File: src/core/pop_map.vh
`ifndef POP_MAP_VH
`define POP_MAP_VH
// register indices on the plain register port
`define POP_ADDR_W 3
`define POP_A_POL_LO 3'h0
`define POP_A_POL_HI 3'h1
`define POP_A_OE_LO 3'h2
`define POP_A_OE_HI 3'h3
`define POP_A_PCS 3'h4
`define POP_A_CCTL 3'h5
// reset values
`define POP_RST_8 8'h00
// peripheral clock select fields
`define POP_PCS_RSVD_HI 7
`define POP_PCS_RSVD_LO 6
`define POP_PCS_XB 5
`define POP_PCS_XA 4
`define POP_PCS_RSVD3 3
`define POP_PCS_CKB 2
`define POP_PCS_CKA 1
`define POP_PCS_XC 0
// counter clock control fields (own register)
`define POP_CC_EN 1
`define POP_CC_SRC 0
// channel slice counts
`define POP_CH_LO 8
// prescaler codes and divider masks
`define POP_PS_DIV2 2'h0
`define POP_PS_DIV4 2'h1
`define POP_PS_DIV8 2'h2
`define POP_PS_M2 4'h1
`define POP_PS_M4 4'h3
`define POP_PS_M8 4'h7
`define POP_PS_M16 4'hf
`define POP_DIV_STEP 4'h1
`define POP_CNT_STEP 8'h01
`define POP_RST_DIV 4'h0
// slot that carries an extra pulse, and basic pulse step
`define POP_SLOT_LAST 4'hf
`define POP_PULSE_STEP 4'h1
`endif

File: src/core/pop_top.v
// Notes on behaviour
// - polarity 0: duty sets high time
// - polarity 1: waveform inverted, duty sets low
// - low registers channels 7-0, high 15-8
// - direction 0 input; 1 with enable 0 port
// - direction 1 enable 1 drives modulated waveform
// - prescale bits 2,1 with enable, source pick clock
// - off, system clock, or divided by 2-16
// - upper duty nibble sets basic pulse duty
// - lower nibble sets number of extra pulses
`include "pop_map.vh"
module pop_top #(
    parameter NCH = 16
) (
    // clock and reset
    input wire clk_i,
    input wire sys_rst_i,
    // register port
    input wire [`POP_ADDR_W-1:0] addr_i,
    input wire [7:0] wdata_i,
    input wire wr_i,
    input wire rd_i,
    output reg [7:0] rdata_o,
    // duty values from the data registers, channel n at [8n+7:8n]
    input wire [8*NCH-1:0] duty_i,
    // port direction and output latch, channel n at bit n
    input wire [NCH-1:0] port_dir_i,
    input wire [NCH-1:0] port_latch_i,
    // pins
    output wire [NCH-1:0] modulated_outputs_o,
    output wire [NCH-1:0] modulated_outputs_oe_o,
    // other timer clock selects
    output reg other_timer_clk_sel_a_o,
    output reg other_timer_clk_sel_b_o,
    output reg other_timer_clk_sel_c_o,
    // counter state
    output reg [7:0] count_o
);
    // software-visible registers
    reg [7:0] polarity_bits_low_r;
    reg [7:0] polarity_bits_high_r;
    reg [7:0] enable_bits_low_r;
    reg [7:0] enable_bits_high_r;
    reg [7:0] pcs_r;
    reg counter_clock_enable_r;
    reg counter_clock_source_r;
    // their next values, decoded from the write strobe
    reg [7:0] polarity_bits_low_nxt;
    reg [7:0] polarity_bits_high_nxt;
    reg [7:0] enable_bits_low_nxt;
    reg [7:0] enable_bits_high_nxt;
    reg [7:0] pcs_nxt;
    reg counter_clock_enable_nxt;
    reg counter_clock_source_nxt;
    reg [7:0] rdata_nxt;
    // prescaler and counter state
    reg [3:0] div_r;
    reg [7:0] cnt_r;
    reg tick_r;
    reg [3:0] div_nxt;
    reg [7:0] cnt_nxt;
    reg tick_nxt;
    wire prescale_select_hi = pcs_r[`POP_PCS_CKB];
    wire prescale_select_lo = pcs_r[`POP_PCS_CKA];

    // write decode; bit 3 of clock select is read-only zero
    always @* begin
        polarity_bits_low_nxt = polarity_bits_low_r;
        polarity_bits_high_nxt = polarity_bits_high_r;
        enable_bits_low_nxt = enable_bits_low_r;
        enable_bits_high_nxt = enable_bits_high_r;
        pcs_nxt = pcs_r;
        counter_clock_enable_nxt = counter_clock_enable_r;
        counter_clock_source_nxt = counter_clock_source_r;
        if (wr_i) begin
            case (addr_i)
                `POP_A_POL_LO: polarity_bits_low_nxt = wdata_i;
                `POP_A_POL_HI: polarity_bits_high_nxt = wdata_i;
                `POP_A_OE_LO: enable_bits_low_nxt = wdata_i;
                `POP_A_OE_HI: enable_bits_high_nxt = wdata_i;
                `POP_A_PCS: begin
                    // reserved bits 7,6 are kept as written; software owns them
                    pcs_nxt = wdata_i;
                    pcs_nxt[`POP_PCS_RSVD3] = 1'b0;
                end
                `POP_A_CCTL: begin
                    counter_clock_enable_nxt = wdata_i[`POP_CC_EN];
                    counter_clock_source_nxt = wdata_i[`POP_CC_SRC];
                end
                default: ;
            endcase
        end
    end

    // register file; unmapped indices leave every register as it was
    always @(posedge clk_i) begin
        if (sys_rst_i) begin
            polarity_bits_low_r <= `POP_RST_8;
            polarity_bits_high_r <= `POP_RST_8;
            enable_bits_low_r <= `POP_RST_8;
            enable_bits_high_r <= `POP_RST_8;
            pcs_r <= `POP_RST_8;
            counter_clock_enable_r <= 1'b0;
            counter_clock_source_r <= 1'b0;
        end else begin
            polarity_bits_low_r <= polarity_bits_low_nxt;
            polarity_bits_high_r <= polarity_bits_high_nxt;
            enable_bits_low_r <= enable_bits_low_nxt;
            enable_bits_high_r <= enable_bits_high_nxt;
            pcs_r <= pcs_nxt;
            counter_clock_enable_r <= counter_clock_enable_nxt;
            counter_clock_source_r <= counter_clock_source_nxt;
        end
    end

    // read mux; idle cycles and unmapped indices read zero
    always @* begin
        rdata_nxt = `POP_RST_8;
        if (rd_i) begin
            case (addr_i)
                `POP_A_POL_LO: rdata_nxt = polarity_bits_low_r;
                `POP_A_POL_HI: rdata_nxt = polarity_bits_high_r;
                `POP_A_OE_LO: rdata_nxt = enable_bits_low_r;
                `POP_A_OE_HI: rdata_nxt = enable_bits_high_r;
                `POP_A_PCS: rdata_nxt = pcs_r;
                `POP_A_CCTL: rdata_nxt = {6'h00, counter_clock_enable_r, counter_clock_source_r};
                default: rdata_nxt = `POP_RST_8;
            endcase
        end
    end

    // read data stands only in the cycle after the strobe
    always @(posedge clk_i) begin
        if (sys_rst_i) begin
            rdata_o <= `POP_RST_8;
        end else begin
            rdata_o <= rdata_nxt;
        end
    end

    // other timer selects just pass through registered, no local effect
    always @(posedge clk_i) begin
        if (sys_rst_i) begin
            other_timer_clk_sel_a_o <= 1'b0;
            other_timer_clk_sel_b_o <= 1'b0;
            other_timer_clk_sel_c_o <= 1'b0;
        end else begin
            other_timer_clk_sel_a_o <= pcs_r[`POP_PCS_XA];
            other_timer_clk_sel_b_o <= pcs_r[`POP_PCS_XB];
            other_timer_clk_sel_c_o <= pcs_r[`POP_PCS_XC];
        end
    end

    // prescaler: a tick enable rather than a derived clock keeps one domain
    always @* begin
        tick_nxt = 1'b0;
        if (counter_clock_enable_r) begin
            if (!counter_clock_source_r) begin
                tick_nxt = 1'b1;
            end else begin
                case ({prescale_select_hi, prescale_select_lo})
                    `POP_PS_DIV2: tick_nxt = ((div_r & `POP_PS_M2) == `POP_PS_M2);
                    `POP_PS_DIV4: tick_nxt = ((div_r & `POP_PS_M4) == `POP_PS_M4);
                    `POP_PS_DIV8: tick_nxt = ((div_r & `POP_PS_M8) == `POP_PS_M8);
                    default: tick_nxt = ((div_r & `POP_PS_M16) == `POP_PS_M16);
                endcase
            end
        end
    end

    // divider runs only while enabled; all masks need bit 0, so divided ticks never abut
    always @* begin
        div_nxt = div_r;
        cnt_nxt = cnt_r;
        if (counter_clock_enable_r) begin
            div_nxt = div_r + `POP_DIV_STEP;
        end
        if (tick_nxt) begin
            cnt_nxt = cnt_r + `POP_CNT_STEP;
        end
    end

    // count_o trails the counter by one cycle, straight from a flop
    always @(posedge clk_i) begin
        if (sys_rst_i) begin
            div_r <= `POP_RST_DIV;
            cnt_r <= `POP_RST_8;
            tick_r <= 1'b0;
            count_o <= `POP_RST_8;
        end else begin
            tick_r <= tick_nxt;
            div_r <= div_nxt;
            cnt_r <= cnt_nxt;
            count_o <= cnt_r;
        end
    end

    // register pairs joined so channel n reads bit n
    wire [NCH-1:0] pol_all = {polarity_bits_high_r, polarity_bits_low_r};
    wire [NCH-1:0] oe_all = {enable_bits_high_r, enable_bits_low_r};

    // one channel stage per output pin
    genvar g;
    generate
        for (g = 0; g < NCH; g = g + 1) begin : g_ch
            pop_chan u_ch (
                .clk_i(clk_i),
                .sys_rst_i(sys_rst_i),
                .tick_i(tick_r),
                .cnt_i(cnt_r),
                .duty_i(duty_i[8*g+7:8*g]),
                .pol_i(pol_all[g]),
                .oe_i(oe_all[g]),
                .dir_i(port_dir_i[g]),
                .latch_i(port_latch_i[g]),
                .pin_o(modulated_outputs_o[g]),
                .pin_oe_o(modulated_outputs_oe_o[g])
            );
        end
    endgenerate
endmodule // pop_top

File: src/core/pop_chan.v
`include "pop_map.vh"
// one channel: pulse-division waveform, polarity and pin mode
module pop_chan (
    // clock and reset
    input wire clk_i,
    input wire sys_rst_i,
    // timing from the shared counter
    input wire tick_i,
    input wire [7:0] cnt_i,
    // configuration
    input wire [7:0] duty_i,
    input wire pol_i,
    input wire oe_i,
    input wire dir_i,
    input wire latch_i,
    // pin
    output reg pin_o,
    output reg pin_oe_o
);
    wire [3:0] slot = cnt_i[3:0];
    wire [3:0] pulse_no = cnt_i[7:4];
    // basic pulses rise at slot 0, so an extra pulse takes the last slot before that rise
    wire [3:0] pulse_nx = pulse_no + `POP_PULSE_STEP;
    wire [3:0] rev = {pulse_nx[0], pulse_nx[1], pulse_nx[2], pulse_nx[3]};
    wire add_here = (slot == `POP_SLOT_LAST) && ({1'b0, `POP_SLOT_LAST - rev} < {1'b0, duty_i[3:0]});
    // fixed rise at slot 0 lets an extra pulse at slot 15 merge into the next basic pulse
    wire basic_hi = (slot < duty_i[7:4]);
    wire wave = basic_hi | add_here;
    reg wave_r;
    // hold waveform between counter ticks so gated clocks do not glitch
    always @(posedge clk_i) begin
        if (sys_rst_i) begin
            wave_r <= 1'b0;
        end else if (tick_i) begin
            wave_r <= wave;
        end
    end
    // pin mode from direction and enable, polarity applied to pwm only
    always @(posedge clk_i) begin
        if (sys_rst_i) begin
            pin_o <= 1'b0;
            pin_oe_o <= 1'b0;
        end else begin
            pin_oe_o <= dir_i;
            if (dir_i && oe_i) begin
                pin_o <= wave_r ^ pol_i;
            end else begin
                pin_o <= latch_i;
            end
        end
    end
endmodule // pop_chan

File: config.mk
export PLATFORM = sky130hd
export DESIGN_NAME = pop_top
export DESIGN_NICKNAME = d
export VERILOG_FILES = /design/src/core/pop_top.v /design/src/core/pop_chan.v
export VERILOG_INCLUDE_DIRS = /design/src /design/src/core
export SDC_FILE = /design/constraint.sdc
export NUM_CORES = 1
export LEC_CHECK = 0
export ABC_AREA = 0
export BUFFER_PORTS_ARGS = -buffer_cell sky130_fd_sc_hd__clkbuf_2
export CAP_MARGIN = 25
export CORE_UTILIZATION = 50
export CTS_CLUSTER_DIAMETER = 150
export CTS_CLUSTER_SIZE = 28
export DETAILED_ROUTE_END_ITERATION = 16
export GPL_TIMING_DRIVEN = 0
export PLACE_DENSITY = 0.9
export REMOVE_ABC_BUFFERS = 1
export SLEW_MARGIN = 20
export SYNTH_ARGS = -nofsm -noshare
export SYNTH_HDL_FRONTEND = slang
export SYNTH_SLANG_ARGS = --single-unit
File: constraint.sdc
create_clock -name clk_i -period 3.4 [get_ports clk_i]
set_clock_uncertainty 0.1 [all_clocks]
set_input_delay 0.17 -clock clk_i [delete_from_list [all_inputs] [get_ports clk_i]]
set_output_delay 0.17 -clock clk_i [all_outputs]
set_load 0.01 [all_outputs]
## After elaboration in Yosys (flattened, before gate mapping)

Cells that the tools add are included.

| word-level totals | value |
|---|---|
| memories kept | 0 |
| bits in read-only memories | 0 |
| latch bits | 0 |
| flip-flop bits (word level) | 121 |
| output and inout port bits | 51 |
| memory bits (writable) | 0 |

| cells by class | value |
|---|---|
| reduce and logical (&&, ||, !) cells | 41 |
| add/subtract/negate cells | 4 |
| bitwise logic cells | 33 |
| shifts and indexed selects | 0 |
| equal/unequal tests | 11 |
| $lt $le $gt $ge | 32 |
| mux-type cells | 20 |
| $mul | 0 |
| div/mod/pow operators | 0 |

Operators by type and width:

| cell | number |
|---|---|
| less-than comparator 4 bit | 32 |
| case mux 8 bit (6 select lines) | 1 |
| logical AND 1 bit | 32 |
| two-way mux 1 bit | 18 |
| OR 1 bit | 16 |
| XOR 1 bit | 16 |
| AND reduction 2 bit | 6 |
| == test 3 bit (second input constant) | 3 |
| adder 4 x 1 -> 4 bit (second input constant) | 2 |
| adder 8 x 1 -> 8 bit (second input constant) | 1 |
| == test 4 bit (second input constant) | 2 |
| == test 3 x 2 -> 1 bit (second input constant) | 2 |
| == test 2 bit (second input constant) | 2 |
| subtractor 4 bit (first input constant) | 1 |
| == test 3 x 1 -> 1 bit (second input constant) | 1 |
| zero test 3 bit | 1 |
| case mux 1 bit (3 select lines) | 1 |
| == test 2 x 1 -> 1 bit (second input constant) | 1 |
| zero test 2 bit | 1 |
| OR reduction 2 bit | 1 |
| NOT 1 bit | 1 |

## Longest topological paths before layout

| depth | value |
|---|---|
| word-level depth | 5 |
| depth in mapped cells | 8 |

## Hierarchy

Synthesis repeated with hierarchy kept, for this count alone.

| second synthesis, totals | value |
|---|---|
| cell total of the unflattened synthesis | 948 |
| area total of the unflattened synthesis | 8165.3 um^2 |

Modules (own cells, without submodules):

| module | area an instance (um^2) | sequential area each (um^2) | cells an instance | times used |
|---|---|---|---|---|
| pop_chan | 329.1 | 60.1 | 39 | 16 |
| pop_top | 2900.3 | 1461.4 | 324 | 1 |

## Worst setup path after synthesis

OpenSTA, ideal clock, no wires.

| path | value |
|---|---|
| path kind | reg2reg |
| start | register cnt_r[4] |
| end | register g_ch[13].u_ch.wave_r |
| buffers on the path | 0 |
| slack | 0.839 ns |
| clock period less this slack | 2.561 ns |
| setup time | 0.092 ns |
| stages on the path, launching flop included | 9 |
| arrival | 2.369 ns |
| path through | dfxtp_1 -> ha_1 -> xnor2_1 -> ha_1 -> nand2_1 -> nand2_1 -> nand2_1 -> a31oi_1 -> o32ai_1 |

| between the ends | value |
|---|---|
| cells in the longest elaborated chain, start to end | 5 |

RTL lines:

| what | line | source |
|---|---|---|
| start: declaration | pop_top.v:58 | `reg [7:0] cnt_r;` |
| start signal: assignment | pop_top.v:187 | `` cnt_r <= `POP_RST_8; `` |
| start signal: assignment | pop_top.v:193 | `cnt_r <= cnt_nxt;` |
| adder 4 x 1 -> 4 bit (no source line) | n/a |  |
| subtractor 4 bit (no source line) | n/a |  |
| less-than comparator 4 bit | pop_chan.v:25 | `` wire add_here = (slot == `POP_SLOT_LAST) && ({1'b0, `POP_SLOT_LAST - rev} < {1'b0, duty_i[3:0]}); `` |
| logical AND 1 bit | pop_chan.v:25 |  |
| OR 1 bit | pop_chan.v:28 | `wire wave = basic_hi \| add_here;` |
| end signal: assignment | pop_chan.v:35 | `wave_r <= wave;` |
| end: declaration | pop_chan.v:29 | `reg wave_r;` |

No other way between the ends.
A chain may end at the register's enable or synchronous reset.

## Worst setup path after layout

Same ends and word-level chain as after synthesis.

==> metrics.md <==
| Metric | Value |
|---|---|
| Status | `completed` |
| WS Path Type | `register to register` |
| Via count | `6838` |
| Fin crit period | `3.091 ns` |
| CP required | `3.60 ns` |
| Sequential fraction of the synthesis area | `33.25%` |
| Avg Synthesized Cell Area | `8.561 µm²` |
| Fmax | `323.5 MHz` |
| Family with the most delay on the worst path | `flip-flops` |
| Worst IR Drop VDD | `0.3491 mV` |
| Synth unique cells | `39` |
| WP data arrival | `3.29 ns` |
| Power Internal | `2.858 mW` |
| Pwr Total | `3.771 mW` |
| Nets | `1357` |
| Hold crit path type | `input pin to register` |
| WL/cell | `15.88 µm` |
| Reg clk slew, reported paths | `0.06 ns` |
| Initial Util | `51.88%` |
| P_sw | `0.9134 mW` |
| Bufs on Longest Clock Path | `2` |
| CP startpoint kind | `register` |
| Clk_lat worst skew | `0.41 ns` |
| Least-Margin Pin Slew | `1.070 ns` |
| PortBufs | `225` |
| CP bufs+invs | `1` |
| Final setup viols | `0` |
| CP max FO | `21` |
| Headroom to the max-slew limit | `28.56%` |
| Total GRT Usage | `27.78%` |
| Die height | `122.7 µm` |
| CTS Sinks | `121` |
| Met2 Wirelength | `10000 µm` |
| Area Overhead vs Synth | `29.18%` |
| Final Max Tran Viols | `0` |
| Sw Share | `24.22%` |
| Worst setup EP type | `register` |
| Crit path largest cell delay | `0.97 ns` |
| Area contributors post-synth | `dfxtp_1 33%, ha_1 17%, nand2_1 6.7%` |
| Core ar. | `14040 µm²` |
| Total setup buffers inserted after CTS | `0` |
| Reg power frac | `39.3%` |
| Max-Cap Viols | `0` |
| Finished Layout Cells | `1275` |
| Max layer used | `met4` |
| Yosys reg bits | `121` |
| Number of diodes | `0` |
| First-pass GRT wire length | `31840 µm` |
| Share of post-route cells with drive strength above 1 | `25.21%` |
| Inst Count DP | `1192` |
| CTS Root Buffer Type | `clkbuf_16` |
| DRT iter0 DRCs | `397` |
| Power Dens Cells | `400.7 nW/µm²` |
| Chip width | `122.7 µm` |
| Pre-CTS setup slack | `0.3512 ns` |
| Synth top cells by count | `131 x nand2_1, 121 x dfxtp_1, 100 x ha_1` |
| Post-synthesis async set-or-reset flop share | `0%` |
| Clk pwr share | `48.9%` |
| Vias in the first global route | `6768` |
| Synthesized area | `7286 µm²` |
| Post-synth EDFFs | `0` |
| Row cnt | `43` |
| Combinational power share | `11.8%` |
| Most common cell in the netlist | `nand2_1` |
| Final period util | `90.92%` |
| Cell-by-cell trace of the critical path | `ha_1 > inv_1 > ha_1 > a21oi_1 > nand2_1 > nand2_1 > a31oi_1 > o32ai_1` |
| Post-synth top area cell | `dfxtp_1` |
| Yosys warnings | `0` |
| Leak Pwr | `4.705 nW` |
| Top Ports | `226` |
| Die area | `15060 µm²` |
| CTS Buf Count | `17` |
| Synth top area share | `33.25%` |
| Final setup TNS | `0 ns` |
| CTS tree | `built` |
| Layout fillers | `1085` |
| Final wirelength | `20240 µm` |
| Met3 wire length | `1427 µm` |
| Worst setup margin | `0.3089 ns` |
| Drt pass-1 iters | `6` |
| Synth Flop Type | `dfxtp_1` |
| Largest net degree at the start of global routing | `115` |
| Wl on met1 | `8350 µm` |
| CP max stage cell | `dfxtp_1` |
| Via density | `5.363` |
| Gp weighted congestion | `0.8224` |
| Final HPWL from detailed placement | `14130 µm` |
| RSZ-0062 raised after global routing | `false` |
| # DRC | `0` |
| Mapped Cells | `851` |
| Final ANT Viol Nets | `0` |
| CTS H-Tree Depth | `4` |
| Initial antenna violation count | `0` |
| Final Hold Vio Count | `0` |
| Final Util | `67.02%` |
| Grt ovf | `0` |
## power by group through the flow
stage | logic (mW) | clock network (mW) | registers, mW
after global placement | 0.376 | 0 | 1.51
after global routing | 0.496 | 1.94 | 1.49
after floorplan | 0.175 | 0 | 1.51
after CTS | 0.439 | 1.87 | 1.48
after detailed placement | 0.389 | 0 | 1.51
final | 0.445 | 1.85 | 1.48
## sequential cells by signal (all words and copies together), names as in the netlist, 4 cells and up
register / count
g_ch.u_ch.pin_o: 16
g_ch.u_ch.pin_oe_o: 16
g_ch.u_ch.wave_r: 16
cnt_r: 8
count_o: 8
enable_bits_high_r: 8
enable_bits_low_r: 8
polarity_bits_high_r: 8
polarity_bits_low_r: 8
rdata_o: 8
pcs_r: 7
div_r: 4
## metrics by stage
stage / instance area, µm² / hold slack, ns
after global placement: 8257 / 0.2974
after CTS: 9397 / 0.001067
final: 9412 / 0.01448
after floorplan: 6905 / 0.1391
after global routing: 9412 / 0.01108
after detailed placement: 8285 / 0.3020
## worst reg2reg max path: cells and delay by family, from the launching register on
family                     cells  cell delay, ns
DFF                            1            0.97
AOI/OAI and AO/OA              3            0.54
and+or+nand+nor                2            0.13
buffers and inverters          1            0.49
adders and majority gates      2            0.74
## per-layer routing
metal / vias up / track usage (%)
met5: - / 0
met4: 0 / 12.12
met3: 43 / 6.738
met2: 319 / 48.67
met1: 3131 / 31.91
li1: 3345 / -
## kinds of logic after synthesis
kind of cell             share of synthesized area, %
adder cells (fa/ha/maj)                         17.17
AO/OA/AOI/OAI                                   15.37
AND/OR/NAND/NOR                                 15.35
XOR/XNOR                                        3.229
flip-flops                                      33.25
multiplexers                                    5.358
buffers and inverters                           10.27
## worst paths after layout
| path | from | end | slack [ns] | depth (start not counted) |
|---|---|---|---|---|
| setup / recovery | cnt_r[4] | g_ch[13].u_ch.wave_r | 0.31 | 8 |
| hold / removal | duty_i[32] | g_ch[4].u_ch.wave_r | 0.01 | 3 |
| setup reg to reg | cnt_r[4] | g_ch[13].u_ch.wave_r | 0.31 | 8 |
| hold reg to reg | pcs_r[6] | rdata_o[6] | 0.37 | 2 |
## layout make-up
| class | count | area (µm²) | area share (%) |
|---|---|---|---|
| Clock inverter | 14 | 171.4 | 1.821 |
| Timing Repair Buffer | 277 | 1662 | 17.65 |
| Multi-Input combinational cell | 567 | 4123 | 43.80 |
| Inverter | 98 | 367.9 | 3.909 |
| Sequential cell | 121 | 2424 | 25.75 |
| Clock buffer | 18 | 439.2 | 4.666 |
| Tap cell | 180 | 225.2 | 2.393 |
## placed cells by master, fill, tap and decap left out, types with 16 or more instances in the layout
cell type / netlist / layout
ha_1: 100 / 100
inv_1: 98 / 98
clkbuf_16: 0 / 17
nor2b_1: 29 / 29
mux2i_1: 21 / 21
nand2_1: 131 / 131
nor2_1: 28 / 28
dfxtp_1: 121 / 120
a21o_1: 16 / 16
clkbuf_2: 0 / 224
xnor2_1: 23 / 22
dlygate4sd3_1: 0 / 50
a21oi_1: 85 / 85
a311oi_1: 16 / 16
nand2b_1: 24 / 24
## timing repair
action                    in CTS  in global routing
hold endpoints to repair      80                  0
hold buffers                  50                  0
gates resized for setup        0                  0
No activity file was read; power rests on OpenSTA's default activity.
